`config.mk`:
```
export PLATFORM = sky130hd
export DESIGN_NAME = dual_comparator_edge_logic
export DESIGN_NICKNAME = d
export VERILOG_FILES = /design/src/cmp_edge_pkg.sv /design/src/cmp_sync_edge.sv /design/src/dual_comparator_edge_logic.sv
export SDC_FILE = /design/constraint.sdc
export NUM_CORES = 1
export LEC_CHECK = 0
export BUFFER_PORTS_ARGS = -buffer_cell sky130_fd_sc_hd__buf_4
export CAP_MARGIN = 25
export CORE_MARGIN = 10
export CORE_UTILIZATION = 25
export CTS_BUF_LIST = sky130_fd_sc_hd__clkbuf_4
export CTS_CLUSTER_SIZE = 20
export DETAILED_ROUTE_END_ITERATION = 8
export PLACE_DENSITY = 0.46
export SYNTH_ARGS = -nofsm -noshare
export SYNTH_HDL_FRONTEND = slang
export SYNTH_SLANG_ARGS = --single-unit
```
`constraint.sdc`:
```
create_clock -name i_ref_clk -period 2.6 [get_ports i_ref_clk]
set_input_delay 0.13 -clock i_ref_clk [delete_from_list [all_inputs] [get_ports i_ref_clk]]
set_output_delay 0.13 -clock i_ref_clk [all_outputs]
set_load 0.005 [all_outputs]
```
`src/cmp_edge_pkg.sv`:
```
package cmp_edge_pkg;

    // ------------------------------------------------------------
    // register layouts and reset values
    // ------------------------------------------------------------
    localparam int NUM_CMP = 2;
    localparam int CTRL_EN_BIT = 7;
    localparam int CTRL_OUT_BIT = 6;
    localparam int CTRL_RISE_BIT = 5;
    localparam int CTRL_FALL_BIT = 4;
    localparam int CTRL_HYP_LSB = 2;
    localparam int CTRL_HYN_LSB = 0;
    localparam int MODE_RIE_BIT = 5;
    localparam int MODE_FIE_BIT = 4;
    localparam int MODE_MD_LSB = 0;
    localparam int MUX_NEG_LSB = 2;
    localparam int MUX_POS_LSB = 0;
    localparam logic [7:0] CTRL_RESET = 8'h00;
    localparam logic [1:0] HYST_RESET = 2'h0;
    localparam logic [1:0] MODE_RESET = 2'h2;
    localparam logic [1:0] MUX_SEL_RESET = 2'h0;
    localparam logic [1:0] HYST_OFF = 2'h0;

    // response time modes, fastest first
    typedef enum logic [1:0] {
        MODE_FASTEST = 2'h0,
        MODE_ONE = 2'h1,
        MODE_TWO = 2'h2,
        MODE_SLOWEST = 2'h3
    } resp_mode_e;

    // software write to one comparator's fields
    typedef struct packed {
        logic ctrl_we;
        logic mode_we;
        logic mux_we;
        logic [7:0] wdata;
    } cmp_write_s;

    // analog-side settings handed to one comparator core
    typedef struct packed {
        logic power_on;
        logic [1:0] pos_hyst_sel;
        logic [1:0] neg_hyst_sel;
        resp_mode_e response_mode;
        logic [1:0] pos_input_sel;
        logic [1:0] neg_input_sel;
    } cmp_analog_s;

endpackage : cmp_edge_pkg

```
`src/cmp_sync_edge.sv`:
```
`timescale 1ns/1ns
`default_nettype none
// two-stage synchroniser with edge detect on the second and third stage
module cmp_sync_edge
    import cmp_edge_pkg::*;
(
    input wire logic i_ref_clk,
    input wire logic i_rst_n,
    input wire logic i_raw,
    output logic o_level,
    output logic o_rise,
    output logic o_fall
);
    logic meta_q;
    logic sync_q;
    logic prev_q;

    // ------------------------------------------------------------
    // synchroniser; meta_q is read by sync_q only
    // ------------------------------------------------------------
    always_ff @(posedge i_ref_clk or negedge i_rst_n) begin
        if (!i_rst_n) begin
            meta_q <= 1'b0;
            sync_q <= 1'b0;
            prev_q <= 1'b0;
        end else begin
            meta_q <= i_raw;
            sync_q <= meta_q;
            prev_q <= sync_q;
        end
    end

    // edges compared only after both stages
    assign o_level = sync_q;
    assign o_rise = sync_q & ~prev_q;
    assign o_fall = ~sync_q & prev_q;
endmodule : cmp_sync_edge
`default_nettype wire

```
`src/dual_comparator_edge_logic.sv`:
```
// Functional notes
// - two identical comparators, comparator0 may reset
// - latched synchronous and raw asynchronous outputs
// - raw output works without system clock
// - two-bit positive and negative input selects
// - disabled comparator drives low, powered down
// - writable response-time mode per comparator
// - separate positive and negative hysteresis fields
// - interrupts on rising and falling transitions
// - falling sets fall flag, rising sets rise
// - flags sticky until software clears them
// - output state bit readable any time
// - enable bit one on, zero off
// - spurious edges may set flags at power-up
// - per-edge interrupt enables gate requests
// - mode 00 fastest, 11 slowest
// - hysteresis 00 disables, others increase amount
// - state one when positive exceeds negative
`timescale 1ns/1ns
`default_nettype none
module dual_comparator_edge_logic
    import cmp_edge_pkg::*;
(
    input wire logic i_ref_clk,
    input wire logic i_rst_n,
    // analog core decisions: 1 when positive input exceeds negative
    input wire logic [NUM_CMP-1:0] i_cmp_decision,
    // software write strobes and data per comparator
    input wire cmp_write_s [NUM_CMP-1:0] i_cmp_write,
    // comparator0 reset source enable
    input wire logic i_cmp0_reset_src_en,
    output logic [7:0] o_cmp0_control_reg,
    output logic [7:0] o_cmp1_control_reg,
    output logic [7:0] o_cmp0_mode_reg,
    output logic [7:0] o_cmp1_mode_reg,
    output logic [7:0] o_cmp0_input_mux_reg,
    output logic [7:0] o_cmp1_input_mux_reg,
    output cmp_analog_s [NUM_CMP-1:0] o_cmp_analog,
    output logic o_cmp0_sync_out,
    output logic o_cmp1_sync_out,
    output logic o_cmp0_raw_out,
    output logic o_cmp1_raw_out,
    output logic [NUM_CMP-1:0] o_cmp_rise_irq,
    output logic [NUM_CMP-1:0] o_cmp_fall_irq,
    output logic o_cmp0_reset_req
);
    logic [NUM_CMP-1:0] cmp_enable_bit_q;
    logic [NUM_CMP-1:0] cmp_rise_flag_q;
    logic [NUM_CMP-1:0] cmp_fall_flag_q;
    logic [NUM_CMP-1:0] cmp_rise_irq_enable_q;
    logic [NUM_CMP-1:0] cmp_fall_irq_enable_q;
    logic [1:0] cmp_pos_hyst_sel_q [NUM_CMP];
    logic [1:0] cmp_neg_hyst_sel_q [NUM_CMP];
    resp_mode_e cmp_response_mode_q [NUM_CMP];
    logic [1:0] cmp_pos_input_sel_q [NUM_CMP];
    logic [1:0] cmp_neg_input_sel_q [NUM_CMP];
    logic [NUM_CMP-1:0] sync_level;
    logic [NUM_CMP-1:0] rise_evt;
    logic [NUM_CMP-1:0] fall_evt;
    logic [NUM_CMP-1:0] cmp_output_state;
    logic [NUM_CMP-1:0] sync_out_q;
    logic [NUM_CMP-1:0] rise_irq_q;
    logic [NUM_CMP-1:0] fall_irq_q;
    logic reset_req_q;
    logic [7:0] ctrl_view [NUM_CMP];
    logic [7:0] mode_view [NUM_CMP];
    logic [7:0] mux_view [NUM_CMP];
    logic [7:0] ctrl_q [NUM_CMP];
    logic [7:0] mode_q [NUM_CMP];
    logic [7:0] mux_q [NUM_CMP];

    // ------------------------------------------------------------
    // per-comparator logic, both instances alike
    // ------------------------------------------------------------
    genvar n;
    generate
        for (n = 0; n < NUM_CMP; n++) begin : g_cmp
            logic ctrl_we;
            logic mode_we;
            logic mux_we;
            logic [7:0] wd;
            logic gated_raw;
            logic rise_set;
            logic fall_set;
            logic rise_d;
            logic fall_d;

            assign ctrl_we = i_cmp_write[n].ctrl_we;
            assign mode_we = i_cmp_write[n].mode_we;
            assign mux_we = i_cmp_write[n].mux_we;
            assign wd = i_cmp_write[n].wdata;

            // a disabled comparator is powered down and reads low
            assign gated_raw = i_cmp_decision[n] & cmp_enable_bit_q[n];

            cmp_sync_edge u_sync (
                .i_ref_clk(i_ref_clk),
                .i_rst_n(i_rst_n),
                .i_raw(gated_raw),
                .o_level(sync_level[n]),
                .o_rise(rise_evt[n]),
                .o_fall(fall_evt[n])
            );

            // synchronised level so software never sees a metastable bit
            assign cmp_output_state[n] = sync_level[n];

            // power-up and setting changes can glitch the core; flags may catch it
            assign rise_set = rise_evt[n];
            assign fall_set = fall_evt[n];
            // set wins over a clear landing in the same cycle
            assign rise_d = rise_set | (ctrl_we ? wd[CTRL_RISE_BIT] : cmp_rise_flag_q[n]);
            assign fall_d = fall_set | (ctrl_we ? wd[CTRL_FALL_BIT] : cmp_fall_flag_q[n]);

            // register state; all writable fields load on their strobe
            always_ff @(posedge i_ref_clk or negedge i_rst_n) begin
                if (!i_rst_n) begin
                    cmp_enable_bit_q[n] <= 1'b0;
                    cmp_rise_flag_q[n] <= 1'b0;
                    cmp_fall_flag_q[n] <= 1'b0;
                    cmp_rise_irq_enable_q[n] <= 1'b0;
                    cmp_fall_irq_enable_q[n] <= 1'b0;
                    cmp_pos_hyst_sel_q[n] <= HYST_RESET;
                    cmp_neg_hyst_sel_q[n] <= HYST_RESET;
                    cmp_response_mode_q[n] <= resp_mode_e'(MODE_RESET);
                    cmp_pos_input_sel_q[n] <= MUX_SEL_RESET;
                    cmp_neg_input_sel_q[n] <= MUX_SEL_RESET;
                end else begin
                    cmp_rise_flag_q[n] <= rise_d;
                    cmp_fall_flag_q[n] <= fall_d;
                    if (ctrl_we) begin
                        cmp_enable_bit_q[n] <= wd[CTRL_EN_BIT];
                        cmp_pos_hyst_sel_q[n] <= wd[CTRL_HYP_LSB +: 2];
                        cmp_neg_hyst_sel_q[n] <= wd[CTRL_HYN_LSB +: 2];
                    end
                    if (mode_we) begin
                        cmp_rise_irq_enable_q[n] <= wd[MODE_RIE_BIT];
                        cmp_fall_irq_enable_q[n] <= wd[MODE_FIE_BIT];
                        cmp_response_mode_q[n] <= resp_mode_e'(wd[MODE_MD_LSB +: 2]);
                    end
                    if (mux_we) begin
                        cmp_pos_input_sel_q[n] <= wd[MUX_POS_LSB +: 2];
                        cmp_neg_input_sel_q[n] <= wd[MUX_NEG_LSB +: 2];
                    end
                end
            end

            // readback images; unused bits read as zero
            always_comb begin
                ctrl_view[n] = CTRL_RESET;
                ctrl_view[n][CTRL_EN_BIT] = cmp_enable_bit_q[n];
                ctrl_view[n][CTRL_OUT_BIT] = cmp_output_state[n];
                ctrl_view[n][CTRL_RISE_BIT] = cmp_rise_flag_q[n];
                ctrl_view[n][CTRL_FALL_BIT] = cmp_fall_flag_q[n];
                ctrl_view[n][CTRL_HYP_LSB +: 2] = cmp_pos_hyst_sel_q[n];
                ctrl_view[n][CTRL_HYN_LSB +: 2] = cmp_neg_hyst_sel_q[n];
                mode_view[n] = 8'h00;
                mode_view[n][MODE_RIE_BIT] = cmp_rise_irq_enable_q[n];
                mode_view[n][MODE_FIE_BIT] = cmp_fall_irq_enable_q[n];
                mode_view[n][MODE_MD_LSB +: 2] = cmp_response_mode_q[n];
                mux_view[n] = 8'h00;
                mux_view[n][MUX_POS_LSB +: 2] = cmp_pos_input_sel_q[n];
                mux_view[n][MUX_NEG_LSB +: 2] = cmp_neg_input_sel_q[n];
            end

            // output flops: readbacks, analog settings, irqs, sync out
            always_ff @(posedge i_ref_clk or negedge i_rst_n) begin
                if (!i_rst_n) begin
                    ctrl_q[n] <= CTRL_RESET;
                    mode_q[n] <= {6'h00, MODE_RESET};
                    mux_q[n] <= 8'h00;
                    sync_out_q[n] <= 1'b0;
                    rise_irq_q[n] <= 1'b0;
                    fall_irq_q[n] <= 1'b0;
                    o_cmp_analog[n] <= '0;
                end else begin
                    ctrl_q[n] <= ctrl_view[n];
                    mode_q[n] <= mode_view[n];
                    mux_q[n] <= mux_view[n];
                    sync_out_q[n] <= cmp_output_state[n];
                    rise_irq_q[n] <= cmp_rise_flag_q[n] & cmp_rise_irq_enable_q[n];
                    fall_irq_q[n] <= cmp_fall_flag_q[n] & cmp_fall_irq_enable_q[n];
                    o_cmp_analog[n] <= {cmp_enable_bit_q[n], cmp_pos_hyst_sel_q[n], cmp_neg_hyst_sel_q[n],
                        cmp_response_mode_q[n], cmp_pos_input_sel_q[n], cmp_neg_input_sel_q[n]};
                end
            end
        end
    endgenerate

    // ------------------------------------------------------------
    // comparator0 as reset source: low output requests reset
    // ------------------------------------------------------------
    always_ff @(posedge i_ref_clk or negedge i_rst_n) begin
        if (!i_rst_n) begin
            reset_req_q <= 1'b0;
        end else begin
            reset_req_q <= i_cmp0_reset_src_en & cmp_enable_bit_q[0] & ~cmp_output_state[0];
        end
    end

    // raw outputs bypass every flop except the enable bit gate, so they run with the clock stopped;
    // this is the one deliberate exception to registered outputs
    assign o_cmp0_raw_out = i_cmp_decision[0] & cmp_enable_bit_q[0];
    assign o_cmp1_raw_out = i_cmp_decision[1] & cmp_enable_bit_q[1];

    assign o_cmp0_control_reg = ctrl_q[0];
    assign o_cmp1_control_reg = ctrl_q[1];
    assign o_cmp0_mode_reg = mode_q[0];
    assign o_cmp1_mode_reg = mode_q[1];
    assign o_cmp0_input_mux_reg = mux_q[0];
    assign o_cmp1_input_mux_reg = mux_q[1];
    assign o_cmp0_sync_out = sync_out_q[0];
    assign o_cmp1_sync_out = sync_out_q[1];
    assign o_cmp_rise_irq = rise_irq_q;
    assign o_cmp_fall_irq = fall_irq_q;
    assign o_cmp0_reset_req = reset_req_q;
endmodule : dual_comparator_edge_logic
`default_nettype wire

```
==> results.cfg, run 1 <==
[sta]
fin_setup_tns_ns = 0
fmax_ghz = 0.713
skew_ns = 0.0116
worst_slew_pin_slew_ns = 0.901
drv_slew = 0
setup_violations = 0
min_period_ns = 1.40
min_period_over_period_pct = 53.9
max_slew_margin_pct = 39.9
hold_viol_final = 0
rsz0062_at_grt = false

[clocking]
cts_buffer_depth = 2
clock_latency_ns = 0.40
cts_tree = done
clkTransAtPathRegs_ns = 0.12
cts_root_buf = clkbuf_4
cts_sinks = 73
h-tree-depth = 3
post_cts_buffers = 0
cts_buffers = 9

[synthesis]
muxShareOfSynthArea_pct = 12.3
synth_compound_area_share_pct = 1.18
yosysTopAreaCell = dfrtp_1
synth_xor_area_share_pct = 0
seq_area_frac_synth_pct = 71.8
synth_area_um2 = 2550
synth_edf_count = 0
synth_most_common_cell = dfrtp_1
yosysWarnings = 0
ys_seq_elements = 73
synthArstFlopShare_pct = 100
synth_simple_gate_area_share_pct = 2.26
synth_top_family_by_area = buffers and inverters
syn_inst = 158
synthAdderAreaFrac_pct = 0
syn_area_per_cell_um2 = 16.1
synth_common_cells = dfrtp_1, buf_4, mux2_2, and2_1, dfstp_2
netlist-cell-type-count = 14
synth_area_leaders = dfrtp_1, mux2_2, buf_4, dfstp_2, and2_1
synth_top_area_share_pct = 67.7
ys.flop_type = dfrtp_1

[routing]
ant_nets = 0
vias = 1459
drt_iter0_drc = 34
drt-total-wl_mm = 5.43
avgRoutedWirePerCell_um = 13.7
vias_per_cell = 3.68
drtPass1Iterations = 5
drc_errors = 0

[setup_path]
path_max_fanout = 4
worstPathArrival_ns = 1.70
worstSetupStartpointType = input pin
r2r-start = cmp_fall_irq_enable_q[0]
crit_start = i_cmp_write[9]
critPathCaptureType = register
cp.required_ns = 2.89
crit_type = input pin to register

[layout]
fin_nets = 284
area_growth_syn_to_layout_pct = 38.5
design_area_um2 = 3530
drive_above_1_share_pct = 50.0

[floorplanning]
die-height_um = 121
die_area_um2 = 14600
io_pins = 106
fp.dieW_um = 121
rows = 36
core_area_um2 = 9860
start_util_pct = 25.9

[global_routing]
grt_antenna_before_repair = 1
grt_pass1_vias = 1621
grt_max_degree = 74
grt_util_all_layers_pct = 7.62
grt_overflow = 0
grt_pass1_wl_mm = 8.71

[run_status]
status = finished, final reports clean

[placement]
dp.final_hpwl_mm = 3.90
place_area_um2 = 3120
place.gp.congestion = 0.638
io_buffer_count = 87

[job]
maxCapViolCount = 0

[hold_path]
hp-start = i_cmp_write[21]
holdCritPathClass = input pin to register

[power_and_ir_drop]
ir_worst_vdd_mv = 0.304
power.leakage_nw = 1.67
p_per_area_nw_per_um2 = 684
-- cell usage in the layout, fill, tap and decap left out --
| cell | netlist | final |
|---|---|---|
| clkinvlp_4 | 0 | 1 |
| nor2b_1 | 2 | 2 |
| dfrtp_1 | 69 | 69 |
| nor2_1 | 1 | 1 |
| nand2_1 | 1 | 1 |
| o21ai_0 | 2 | 2 |
| buf_4 | 38 | 87 |
| mux2i_1 | 2 | 2 |
| and2_1 | 6 | 6 |
| bufinv_16 | 0 | 2 |
| dlygate4sd3_1 | 0 | 26 |
| clkinv_1 | 0 | 2 |
| conb_1 | 1 | 16 |
| clkinv_2 | 0 | 2 |
| dfstp_2 | 4 | 4 |
| inv_1 | 2 | 2 |
| diode_2 | 0 | 1 |
| a221o_1 | 2 | 2 |
| clkbuf_4 | 0 | 9 |
| mux2_2 | 26 | 26 |
-- critical path, cell delays in order --
cell	delay, ns
dlygate4sd3_1	0.52
buf_4	0.16
mux2_2	0.33
dlygate4sd3_1	0.55
-- metal layers --
metal,routed length (um),track usage (%)
met3,523,3.91
met5,0,0
met1,2060,8.50
met2,2740,11.7
met4,104,3.85
-- stage by stage --
stage / utilization (%) / setup WS, ns / hold WS [ns] / power, mW / instances
floorplan: - / 1.75 / -0.166 / 1.47 / 173
global placement: 31.6 / 1.67 / 0.319 / 1.64 / 353
detailed placement: 31.6 / 1.66 / 0.325 / 1.65 / 353
CTS: 35.8 / 1.26 / 0.0175 / 2.48 / 395
global route: 35.8 / 1.22 / 0.0237 / 2.57 / 396
finish: 35.8 / 1.20 / 0.0645 / 2.42 / 396
-- what timing repair did --
item | in CTS | in global routing
endpoints found under the setup margin | 0 | 0
hold buffers | 26 | 0
hold endpoints to repair | 102 | 0
resized for setup | 0 | 0
-- logic make-up (layout without fill, tap and decap cells) --
kind of cell / Yosys count / after routing
muxes: 28 / 28
buffers and inverters: 42 / 131
DFF: 73 / 73
and+or+nand+nor: 10 / 10
AOI/OAI and AO/OA: 4 / 4
other: 1 / 17
-- where the power goes --
group / leakage, nW / internal [mW] / switching [mW]
Clock: 0.0808 / 0.381 / 0.387
Sequential: 0.857 / 1.25 / 0.0556
Combinational: 0.735 / 0.216 / 0.123
-- worst paths after layout --
path,cells past startpoint,slack [ns],end
worst max-delay path,4,1.20,cmp_fall_irq_enable_q[0]
worst min-delay path,3,0.06,cmp_rise_flag_q[1]
worst max register to register,2,1.28,cmp_fall_irq_enable_q[0]
worst min register to register,0,0.37,g_cmp[1].u_sync.o_level
max in group asynchronous,2,1.63,o_cmp0_mode_reg[4]
min in group asynchronous,2,0.39,o_cmp_analog[15]
-- cell type report --
type                       instances  area, um2
tap                              133        166
antenna                            1       2.50
multi-input combinational         58        460
fill                             988       6330
clock inverter                     7       85.1
timing repair buffer             113        913
clock buffer                       9       67.6
inverter                           2       7.51
sequential                        73       1830
No activity file was read; power rests on OpenSTA's default activity.
==> inputs of run 2 (changes only) <==
clock period = 1.3 ns   (was 2.6 ns; I/O delays follow)
==> run 2 against run 1 <==
Combinational power is 98% higher. Critical path depth down 2. Clock-buffer cell count rose by 2. Die area unchanged. Power grew 85%. Flip-flop and latch count unchanged. Critical endpoint is now o_cmp0_raw_out. Largest cell class unchanged. Largest power group unchanged.
==> results.cfg, run 2 (synthesis results as in run 1) <==
[run_status]
status = finished, final reports clean

[layout]
final_cell_mix = buf_4, dfrtp_1, mux2_2
fin_nets = 284
area_growth_syn_to_layout_pct = 37.1
design_area_um2 = 3500
drive_above_1_share_pct = 50.8
layout.cells.non_filler = 396
postLayoutCoreUtil_pct = 35.5
mostFrequentLayoutCell = buf_4

[global_routing]
use_met3_pct = 4.05
grt_util_all_layers_pct = 7.41
grt-busiest-layer = met2
grt_pass1_vias = 1594
grt_max_degree = 41
gr-usage-met2_pct = 11.9
met1_usage_pct = 7.85
grt_antenna_before_repair = 1
grt_pass1_wl_mm = 8.32
grt_overflow = 0

[sta]
min_period_ns = 1.19
rsz0062_at_grt = false
hold_viol_final = 0
fin_setup_tns_ns = 0
setup_violations = 0
drv_slew = 0
hold_ws_ns = 0.166
fmax_ghz = 0.838
min_period_over_period_pct = 91.8
skew_ns = 0.0179
worst_slack_ns = 0.107

[power_and_ir_drop]
p_per_area_nw_per_um2 = 1280
ir_worst_vdd_mv = 0.470
finalPower_mw = 4.47
power.leakage_nw = 1.66

[floorplanning]
rows = 36
start_util_pct = 25.9
die-height_um = 121
fp.dieW_um = 121
core_area_um2 = 9860
die_area_um2 = 14600
io_pins = 106

[clocking]
cts_tree = done
cts_buffers = 9
cts_buffer_depth = 2
clkTransAtPathRegs_ns = 0.12
cts_root_buf = clkbuf_4
clock_latency_ns = 0.41
h-tree-depth = 3
cts_resized = 0
cts_sinks = 73
post_cts_buffers = 0

[setup_path]
critPathCaptureType = output port
worstSetupStartpointType = register
cp.required_ns = 1.24
worstPathArrival_ns = 1.13
crit_type = register to output port
path_max_fanout = 4

[placement]
placed_cells = 355
place_ws_ns = 0.416
dp.final_hpwl_mm = 4.05
place.gp.congestion = 0.638
io_buffer_count = 87
place_area_um2 = 3150

[job]
maxCapViolCount = 0

[routing]
avgRoutedWirePerCell_um = 13.6
drtPass1Iterations = 4
ant_nets = 0
drt_iter0_drc = 45
vias = 1443
vias_per_cell = 3.64
drc_errors = 0
drt-total-wl_mm = 5.40

[hold_path]
holdCritPathClass = input pin to async pin
run 2: cell count changes in the layout (fill, tap and decap cells not counted), sizes merged:
cell,change
bufinv,-2
dlygate4sd3,-2
buf,+2
clkbuf,+2
run 2: critical path, cell delays in order, from the launching register on:
cell     delay, ns
dfrtp_1       0.43
and2_1        0.16
buf_4         0.13
run 2: path summary, 6_finish.rpt:
check	start	to	slack [ns]	cells past startpoint
min reg2reg	cmp_response_mode_q[0]	o_cmp_analog[15]	0.37	0
min	i_rst_n	cmp_fall_irq_enable_q[1]	0.17	3
min in group i_ref_clk	cmp_response_mode_q[0]	o_cmp_analog[15]	0.37	0
max in group asynchronous	i_rst_n	cmp_response_mode_q[1]	0.71	3
max reg2reg	cmp_fall_flag_q[1]	cmp_fall_flag_q[1]	0.41	2
max	cmp_enable_bit_q[0]	o_cmp0_raw_out	0.11	2
run 2: what timing repair did:
action | in CTS | in global routing
hold buffers | 24 | 0
hold endpoints to repair | 104 | 0
endpoints found under the setup margin | 0 | 0
run 2: layer usage:
layer,vias up,wire [um]
met4,0,95
met5,-,0
met3,7,471
met1,716,2090
met2,55,2750
li1,665,-
run 2: where the power goes:
part	internal [mW]	leakage, nW	switching [mW]
combinational	0.427	0.740	0.245
sequential	2.51	0.857	0.113
clock	0.419	0.0617	0.757
total	3.35	1.66	1.12
run 2: layout make-up:
cell class	count	area, um2
Timing Repair Buffer	113	921
Clock buffer	11	82.6
Antenna cell	1	2.50
Inverter	2	7.51
Multi-Input combinational cell	58	460
Clock inverter	5	25.0
Fill cell	972	6370
Sequential cell	73	1830
Tap cell	133	166
